===== src/gpio_port_regs.svh =====
`ifndef GPIO_PORT_REGS_SVH
`define GPIO_PORT_REGS_SVH

`define PIN_COUNT        4
`define ADDR_W           4
`define DATA_W           8

`define REG_DIR          4'h0
`define REG_OUT          4'h1
`define REG_IN           4'h2
`define REG_ALT          4'h3
`define REG_CTRL         4'h4
`define REG_IRQ_STATUS   4'h5
`define REG_IRQ_MASK     4'h6
`define REG_MODE         4'h7

`define CTRL_IRQ_SEL_BIT 0
`define CTRL_FALL_BIT    1
`define IRQ_PIN          2'h3

`define MODE_ZERO        2'h0
`define MODE_ONE         2'h1

`define DIR_RESET        4'h0
`define OUT_RESET        4'h0
`define ALT_RESET        4'h0
`define CTRL_RESET       8'h00
`define MASK_RESET       8'h00

`endif


===== src/gpio_port_pkg.sv =====
package gpio_port_pkg;
	typedef logic [3:0] pin_vec_t;
	typedef logic [1:0] config_mode_t;
	typedef logic [7:0] data_t;
	typedef logic [3:0] addr_t;
	typedef enum logic [1:0] {
		edge_idle,
		edge_armed,
		edge_seen
	} edge_state_e;
endpackage


===== src/gpio_pin_sync.sv =====
`timescale 1ns/10ps
`include "gpio_port_regs.svh"

module gpio_pin_sync (
	// Clock and reset
	input  wire logic                 ref_clk,
	input  wire logic                 rstn,
	// Pins
	input  wire gpio_port_pkg::pin_vec_t pin_raw,
	output var   gpio_port_pkg::pin_vec_t pin_sync
);
	import gpio_port_pkg::*;

	pin_vec_t stage_one;

	genvar g;
	generate
		for (g = 0; g < `PIN_COUNT; g++) begin : g_sync
			always_ff @(posedge ref_clk or negedge rstn) begin
				if (!rstn) begin
					stage_one[g] <= 1'b0;
					pin_sync[g]  <= 1'b0;
				end else begin
					stage_one[g] <= pin_raw[g]; // [RULE_09]
					pin_sync[g]  <= stage_one[g];
				end
			end
		end
	endgenerate
endmodule


===== src/gpio_port.sv =====
// Operation
// RULE_01 - The port and its control path work only in configuration mode zero or one; irq still follows a flag set before the mode left zero or one.
// RULE_02 - There are four pins, each either plain I/O or given to an alternate function.
// RULE_03 - A pin with no alternate function assigned acts as plain I/O.
// RULE_04 - Host sets each pin's direction first; device drives or releases pins accordingly.
// RULE_05 - Reads return present pin levels; writes drive levels onto output pins.
// RULE_06 - Pin 3 can be chosen by the host as an interrupt input.
// RULE_07 - The pin 3 interrupt fires on rising or falling edge per a stored edge setting.
// RULE_08 - With the edge setting untouched, the pin 3 interrupt uses the rising edge.
// RULE_09 - Inputs are synchronised and each qualifying edge sets a flag held until read.
`timescale 1ns/10ps
`include "gpio_port_regs.svh"

module gpio_port (
	// Clock and reset
	input  wire logic                    ref_clk,
	input  wire logic                    rstn,
	// Device configuration mode
	input  wire gpio_port_pkg::config_mode_t config_mode,
	// Register port
	input  wire gpio_port_pkg::addr_t    reg_addr,
	input  wire gpio_port_pkg::data_t    reg_wdata,
	input  wire logic                    reg_write,
	input  wire logic                    reg_read,
	output var   gpio_port_pkg::data_t   reg_rdata,
	// Port pins
	input  wire gpio_port_pkg::pin_vec_t pin_in,
	output var   gpio_port_pkg::pin_vec_t pin_out,
	output var   gpio_port_pkg::pin_vec_t pin_oe,
	// Alternate function hand-off
	output var   gpio_port_pkg::pin_vec_t alt_select,
	// Interrupt
	output logic                         irq
);
	import gpio_port_pkg::*;

	pin_vec_t    pin_dir;
	pin_vec_t    pin_level;
	pin_vec_t    alt_map;
	data_t       ctrl;
	data_t       irq_status;
	data_t       irq_mask;
	pin_vec_t    pin_sync;
	logic        port_enabled;
	logic        wr_ok;
	logic        rd_ok;
	logic        irq_sel;
	logic        fall_edge;
	logic        pin3_prev;
	logic        edge_hit;
	logic        status_read;
	edge_state_e edge_state;
	edge_state_e next_edge_state;
	data_t       next_rdata;

	function automatic logic is_addr(input addr_t a, input addr_t target);
		return a == target;
	endfunction

	assign port_enabled = (config_mode == `MODE_ZERO) || (config_mode == `MODE_ONE); // [RULE_01]
	assign wr_ok        = reg_write && port_enabled; // [RULE_01]
	assign rd_ok        = reg_read && port_enabled;
	assign irq_sel      = ctrl[`CTRL_IRQ_SEL_BIT];
	assign fall_edge    = ctrl[`CTRL_FALL_BIT];
	assign status_read  = rd_ok && is_addr(reg_addr, `REG_IRQ_STATUS);

	gpio_pin_sync u_sync (
		.ref_clk  (ref_clk),
		.rstn     (rstn),
		.pin_raw  (pin_in),
		.pin_sync (pin_sync)
	);

	// Direction register, all inputs after reset so nothing fights the board
	always_ff @(posedge ref_clk or negedge rstn) begin
		if (!rstn) begin
			pin_dir <= `DIR_RESET;
		end else if (wr_ok && is_addr(reg_addr, `REG_DIR)) begin
			pin_dir <= reg_wdata[3:0]; // [RULE_04]
		end
	end

	always_ff @(posedge ref_clk or negedge rstn) begin
		if (!rstn) begin
			pin_level <= `OUT_RESET;
		end else if (wr_ok && is_addr(reg_addr, `REG_OUT)) begin
			pin_level <= reg_wdata[3:0]; // [RULE_05]
		end
	end

	always_ff @(posedge ref_clk or negedge rstn) begin
		if (!rstn) begin
			alt_map <= `ALT_RESET; // [RULE_03]
		end else if (wr_ok && is_addr(reg_addr, `REG_ALT)) begin
			alt_map <= reg_wdata[3:0]; // [RULE_02]
		end
	end

	// Edge bit reset to zero means rising edge
	always_ff @(posedge ref_clk or negedge rstn) begin
		if (!rstn) begin
			ctrl <= `CTRL_RESET; // [RULE_08]
		end else if (wr_ok && is_addr(reg_addr, `REG_CTRL)) begin
			ctrl <= {6'h00, reg_wdata[1:0]}; // [RULE_06]
		end
	end

	always_ff @(posedge ref_clk or negedge rstn) begin
		if (!rstn) begin
			irq_mask <= `MASK_RESET;
		end else if (wr_ok && is_addr(reg_addr, `REG_IRQ_MASK)) begin
			irq_mask <= {7'h00, reg_wdata[0]};
		end
	end

	// Pins leave plain I/O when handed to an alternate function, or for pin 3 when selected as the interrupt input
	genvar g;
	generate
		for (g = 0; g < `PIN_COUNT; g++) begin : g_pin
			logic plain_io;
			if (g == 3) begin : g_irq_pin
				assign plain_io = !alt_map[g] && !irq_sel; // [RULE_06]
			end else begin : g_std_pin
				assign plain_io = !alt_map[g]; // [RULE_03]
			end
			always_ff @(posedge ref_clk or negedge rstn) begin
				if (!rstn) begin
					pin_oe[g]     <= 1'b0;
					pin_out[g]    <= 1'b0;
					alt_select[g] <= 1'b0;
				end else begin
					pin_oe[g]     <= port_enabled && plain_io && pin_dir[g]; // [RULE_04]
					pin_out[g]    <= pin_level[g]; // [RULE_05]
					alt_select[g] <= port_enabled && !plain_io; // [RULE_02]
				end
			end
		end
	endgenerate

	always_ff @(posedge ref_clk or negedge rstn) begin
		if (!rstn) begin
			pin3_prev <= 1'b0;
		end else begin
			pin3_prev <= pin_sync[`IRQ_PIN];
		end
	end

	// Rising unless the stored edge bit selects falling
	assign edge_hit = fall_edge ? (pin3_prev && !pin_sync[`IRQ_PIN])
		: (!pin3_prev && pin_sync[`IRQ_PIN]); // [RULE_07]

	// Arm only after one settled sample, so a select write cannot fake an edge
	always_comb begin
		next_edge_state = edge_state;
		case (edge_state)
			edge_idle: begin
				if (irq_sel && port_enabled) begin
					next_edge_state = edge_armed;
				end
			end
			edge_armed: begin
				if (!(irq_sel && port_enabled)) begin
					next_edge_state = edge_idle;
				end else if (edge_hit) begin
					next_edge_state = edge_seen;
				end
			end
			edge_seen: begin
				if (!(irq_sel && port_enabled)) begin
					next_edge_state = edge_idle;
				end else begin
					next_edge_state = edge_armed;
				end
			end
			default: begin
				next_edge_state = edge_idle;
			end
		endcase
	end

	always_ff @(posedge ref_clk or negedge rstn) begin
		if (!rstn) begin
			edge_state <= edge_idle;
		end else begin
			edge_state <= next_edge_state;
		end
	end

	// Set wins over the clearing read
	always_ff @(posedge ref_clk or negedge rstn) begin
		if (!rstn) begin
			irq_status <= 8'h00;
		end else if (edge_state == edge_armed && edge_hit && irq_sel && port_enabled) begin
			irq_status <= 8'h01; // [RULE_09]
		end else if (status_read) begin
			irq_status <= 8'h00; // [RULE_09]
		end
	end

	always_ff @(posedge ref_clk or negedge rstn) begin
		if (!rstn) begin
			irq <= 1'b0;
		end else begin
			irq <= |(irq_status & irq_mask);
		end
	end

	always_comb begin
		next_rdata = 8'h00;
		if (!rd_ok) begin
			next_rdata = 8'h00;
		end else if (is_addr(reg_addr, `REG_DIR)) begin
			next_rdata = {4'h0, pin_dir};
		end else if (is_addr(reg_addr, `REG_OUT)) begin
			next_rdata = {4'h0, pin_level};
		end else if (is_addr(reg_addr, `REG_IN)) begin
			next_rdata = {4'h0, pin_sync}; // [RULE_05]
		end else if (is_addr(reg_addr, `REG_ALT)) begin
			next_rdata = {4'h0, alt_map};
		end else if (is_addr(reg_addr, `REG_CTRL)) begin
			next_rdata = ctrl;
		end else if (is_addr(reg_addr, `REG_IRQ_STATUS)) begin
			next_rdata = irq_status;
		end else if (is_addr(reg_addr, `REG_IRQ_MASK)) begin
			next_rdata = irq_mask;
		end else if (is_addr(reg_addr, `REG_MODE)) begin
			next_rdata = {6'h00, config_mode};
		end
	end

	// Read data stands only in the cycle after the strobe
	always_ff @(posedge ref_clk or negedge rstn) begin
		if (!rstn) begin
			reg_rdata <= 8'h00;
		end else begin
			reg_rdata <= next_rdata;
		end
	end
endmodule


===== config.mk =====
export PLATFORM = sky130hd
export DESIGN_NAME = gpio_port
export DESIGN_NICKNAME = d
export VERILOG_FILES = /design/src/gpio_port_pkg.sv /design/src/gpio_pin_sync.sv /design/src/gpio_port.sv
export VERILOG_INCLUDE_DIRS = /design/src
export SDC_FILE = /design/constraint.sdc
export NUM_CORES = 1
export LEC_CHECK = 0
export ABC_AREA = 1
export CAP_MARGIN = 15
export CELL_PAD_IN_SITES_DETAIL_PLACEMENT = 1
export CELL_PAD_IN_SITES_GLOBAL_PLACEMENT = 2
export CORE_MARGIN = 5
export CORE_UTILIZATION = 39
export CTS_BUF_LIST = sky130_fd_sc_hd__clkbuf_2 sky130_fd_sc_hd__clkbuf_4 sky130_fd_sc_hd__clkbuf_8
export DETAILED_ROUTE_END_ITERATION = 7
export DONT_BUFFER_PORTS = 1
export MAX_ROUTING_LAYER = met4
export PLACE_DENSITY_LB_ADDON = 0.3
export SKIP_CTS_REPAIR_TIMING = 1
export SYNTH_ARGS = -nofsm -noshare
export SYNTH_HDL_FRONTEND = slang
export SYNTH_HIERARCHICAL = 1
export SYNTH_SLANG_ARGS = --single-unit
export TNS_END_PERCENT = 10

===== constraint.sdc =====
create_clock -name ref_clk -period 1.15 [get_ports ref_clk]
set_input_delay 0 -clock ref_clk [delete_from_list [all_inputs] [get_ports ref_clk]]
set_output_delay 0 -clock ref_clk [all_outputs]
set_load 0.01 [all_outputs]

# After elaboration in Yosys (flattened, before gate mapping)
# Index checks and enable logic that the tools add are counted.
# op_classes
add_sub_neg	0
multipliers	0
n_div	0
order_cmp	0
n_eq_ne	12
n_shift	0
muxes	17
bitwise	1
reduce_logical	42
# op_table
operator	n
2-to-1 mux 8 bit	9
logical AND 1 bit	27
== test 4 x 3 -> 1 bit (second input constant)	4
2-to-1 mux 2 bit	5
AND 8 x 1 -> 8 bit	1
== test 4 x 2 -> 1 bit (second input constant)	2
zero test 1 bit	8
OR reduction 8 bit	1
case mux 2 bit (3 select lines)	1
== test 2 x 1 -> 1 bit (second input constant)	2
== test 4 x 1 -> 1 bit (second input constant)	1
zero test 2 bit	2
zero test 4 bit	1
!= test 3 bit (second input constant)	1
== test 2 bit (second input constant)	1
2-to-1 mux 1 bit	2
!= test 2 bit (second input constant)	1
AND reduction 2 bit	1
nonzero test 2 bit	1
logical OR 1 bit	1
# word_totals
reg_bits	55
latchBits	0
ramBits	0
rom_bits	0
in_bits	22
output_inout_bits	21
elab_cells	102
mem_count	0

# Longest topological paths before layout
# depth
word_depth	10
depth_mapped	8
ltp_nobuf	8

# By module
# Netlist, hierarchy kept.
# by_module_without_submodules
module	n_inst	cells_each	area_per_inst_um2	seq_area_each_um2
gpio_port	1	170	1529.0	900.9
gpio_pin_sync	1	8	200.2	200.2

# Least setup slack after synthesis
# OpenSTA, ideal clock, no wires.
# synth_path
kind	register to register
from	reg pin3_prev
to	reg edge_state[0]
setup_ns	0.084
arrival_time_ns	0.944
required_time_ns	1.066
setup_slack_ns	0.122
stages_incl_launch_ff	7
path_buffers	0
period_less_slack_ns	1.028
cell_sequence	dfrtp_1 -> inv_1 -> nor2_1 -> nand2_1 -> o21ai_0 -> or2_2 -> a21boi_0
# synth_between
elab_chain_len	5
elab_cells_between_ends	6
classes_between	eq/ne: 1; mux: 1; reduce/logical: 4
# synth_lines
element	line_no	rtl
start: declaration	gpio_port.sv:49	logic pin3_prev;
start signal: assignment	gpio_port.sv:144	pin3_prev <= pin_sync[`IRQ_PIN];
zero test 1 bit	gpio_port.sv:150	: (!pin3_prev && pin_sync[`IRQ_PIN]);
logical AND 1 bit	gpio_port.sv:150	
2-to-1 mux 1 bit *	gpio_port.sv:149	assign edge_hit = fall_edge ? (pin3_prev && !pin_sync[`IRQ_PIN])
!= test 3 bit (no line) *	n/a	
AND reduction 2 bit (no line) *	n/a	
end signal: assignment	gpio_port.sv:183	edge_state <= edge_idle;
end signal: assignment	gpio_port.sv:185	edge_state <= next_edge_state;
end: declaration	gpio_port.sv:52	edge_state_e edge_state;
# Every way passes the cells marked *; elsewhere a longest branch is shown, timed or not.
# A chain may end at the register's enable or synchronous reset.

# Final worst setup path
# Same ends and word-level chain as after synthesis.

==> run metrics <==
outcome=complete, but fails checks; failing checks=negative hold slack; Synth Register Bits=44; Distinct cells, synth=23; Reg2Reg Launch Point=pin3_prev; CP Buf/Inv Count=1; CTS buffer count=5; min-delay src=reg_addr[0]; Synth-to-Final Area Change=19.7%; Ports=43; initial antenna violation count=0; die width=approximately 77 um; DR WL/cell=15.5 um; DR vias/cell=between 4 and 5; WL final=3940 um; Hold Path Class=input pin to register; first-pass detailed-route iteration total=3; CTS tree=yes; n_diodes=0; critical path's slowest cell=dfrtp_1; VDD IR-drop max=765 uV; most common cell after layout, fill and taps aside=dfrtp_1; worst path cell trace=inv_2, nor2_1, nand2_1, o21ai_1, or2_2, a21boi_2; final net count=223; first-pass GRT wire length=6490 um; Crit. End Element=register; Clock Pin Slew Worst Setup and Hold Paths=around 0.070 ns; Port Buf Inserts=0; register-to-register setup slack=between 0.08 and 0.09 ns; DP HPWL=2790 um; worst r2r path cells=6; unrepaired setup endpoints after global routing=false; Fmax achieved=0.941 GHz; Starting Density=40.0%; DRC Markers=0; ANT nets after route=0; largest net degree at the start of global routing=45; synthesized area per cell=around 10 um^2; Clock Skew=0.00313 ns; MaxCap Viol Count=0; vias in the first global route=1262; Layout fillers=501; Max clock buf depth=2; CP Launch Type=register; r2r endpoint=edge_state[0]; Mapped Area=1730 um^2; WHS=-0.0539 ns; final worst path period need=1.06 ns; WP data arrival=approximately 1.3 ns; Skew-Pair Late Insertion Delay=0.29 ns; final setup vio count=0; Final Hold Viols=3; CP top delay family=flip-flops; yosys warns=6; commonest non-fill, non-tap cells in the layout=dfrtp_1 (44), nand2_1 (38), inv_1 (21); Worst Path Max Fanout=2; DP Worst Slack=-0.0285 ns; Die ar.=5870 um^2; global router's overall resource usage=14.4%; final setup TNS=0 ns; leakage power=1.04 nW; hold path cells=3; largest stage delay on the critical path=0.38 ns; final worst slack=0.0871 ns; WHS Endpoint=reg_rdata[2]; Worst Setup SP=pin3_prev; critical path required time=1.37 ns; row count=24; GRT overflow=0; initial DRC count=70; Core Area=~4300 um^2; Final Max Tran Viols=0; layout cells sized above 1=12.4%; Crit Path Class=register to register; clk sink count=44; share of the yosys chip area belonging to registers=between 60% and 70%; final worst path period share=92.4%; H-Tree Depth=2; Cells after Synth=178; Die Ht=76.6 um; detailed-route via count=around 1200; GPL Wtd Cong=0.836; PD cells=1560 nW/um^2; CTS root buf=clkbuf_8
-- logic make-up (layout without fill, tap and decap cells) --
| kind of cell | after synthesis | in the layout | share of synthesized area, % |
|---|---|---|---|
| other | 1 | 4 | 0.217 |
| AOI/OAI and AO/OA | 29 | 29 | 8.90 |
| buffers and inverters | 29 | 50 | 7.31 |
| DFF | 44 | 44 | 63.7 |
| and+or+nand+nor | 75 | 75 | 19.9 |
-- flip-flops by register name, summed over array words and instances (netlist names) --
signal,flops
alt_map,4
alt_select,4
ctrl,2
edge_state,2
irq,1
irq_mask,1
irq_status,1
pin3_prev,1
pin_dir,4
pin_level,4
pin_oe,4
pin_out,4
reg_rdata,4
u_sync/pin_sync,4
u_sync/stage_one,4
-- area by class of cell --
cell class / instances / area, um^2 / share of cell area, %
inverter: 24 / 91.3 / 4.41
sequential: 44 / 1100 / 53.2
multi-input combinational: 108 / 517 / 25.0
clock buffer: 8 / 97.6 / 4.72
timing repair buffer: 18 / 198 / 9.55
tap: 52 / 65.1 / 3.14
-- synthesized netlist by cell type --
master | count | area (um^2)
nand4_1 | 2 | 12.5
nand2_1 | 38 | 143
a21boi_0 | 1 | 7.51
conb_1 | 1 | 3.75
clkinv_2 | 1 | 5.00
o21ai_1 | 1 | 5.00
buf_4 | 4 | 30.0
a31oi_1 | 2 | 12.5
o21ai_0 | 20 | 100
buf_2 | 1 | 5.00
nor2_2 | 4 | 25.0
nand2_2 | 2 | 12.5
or2_2 | 1 | 6.26
a21oi_1 | 4 | 20.0
nand2_4 | 1 | 11.3
nor2_1 | 15 | 56.3
dfrtp_1 | 44 | 1100
inv_1 | 22 | 82.6
inv_2 | 1 | 3.75
nor2_4 | 2 | 22.5
a21oi_2 | 1 | 8.76
nand3_1 | 9 | 45.0
nor3_2 | 1 | 10.0
-- metrics by stage --
stage	util [%]	std cells	instance area, um^2	power [mW]
6_report	47.9	254	2070	3.23
5_1_grt	47.9	254	2070	3.44
4_1_cts	43.2	236	1870	3.19
3_5_place_dp	40.9	228	1770	2.16
3_3_place_gp	40.9	228	1770	2.14
2_1_floorplan	-	181	1740	2.08
-- metal layers --
metal  part of all wire (%)  vias up  GRT usage (%)
met3                    5.1        6           4.49
met2                     48       32           21.6
met5                      0        -              -
met1                     45      611           18.0
met4                    1.7        0           5.77
li1                       -      595              -
-- worst register-to-register path, cell delays in order, from the launching register on --
cell      delay (ns)
dfrtp_1         0.38
inv_2           0.05
nor2_1          0.03
nand2_1         0.05
o21ai_1         0.07
or2_2           0.29
a21boi_2        0.12
-- power breakdown --
group	internal [mW]	total, mW	leakage, nW	switching (mW)
Combinational	0.138	0.328	0.422	0.190
Sequential	1.73	1.89	0.570	0.161
Clock	0.537	1.02	0.0523	0.480
Total	2.40	3.23	1.04	0.831
-- how the worst max path moves through the flow --
stage / end / slack, ns / cells after the start
global placement: edge_state[0] / 0.09 / 6
global route: reg_rdata[0] / 0.02 / 8
finish: edge_state[0] / 0.09 / 6
floorplan: edge_state[0] / 0.12 / 6
CTS: edge_state[0] / -0.04 / 6
detailed placement: edge_state[0] / -0.03 / 6
Note: power is estimated with default switching activity, not from simulation.
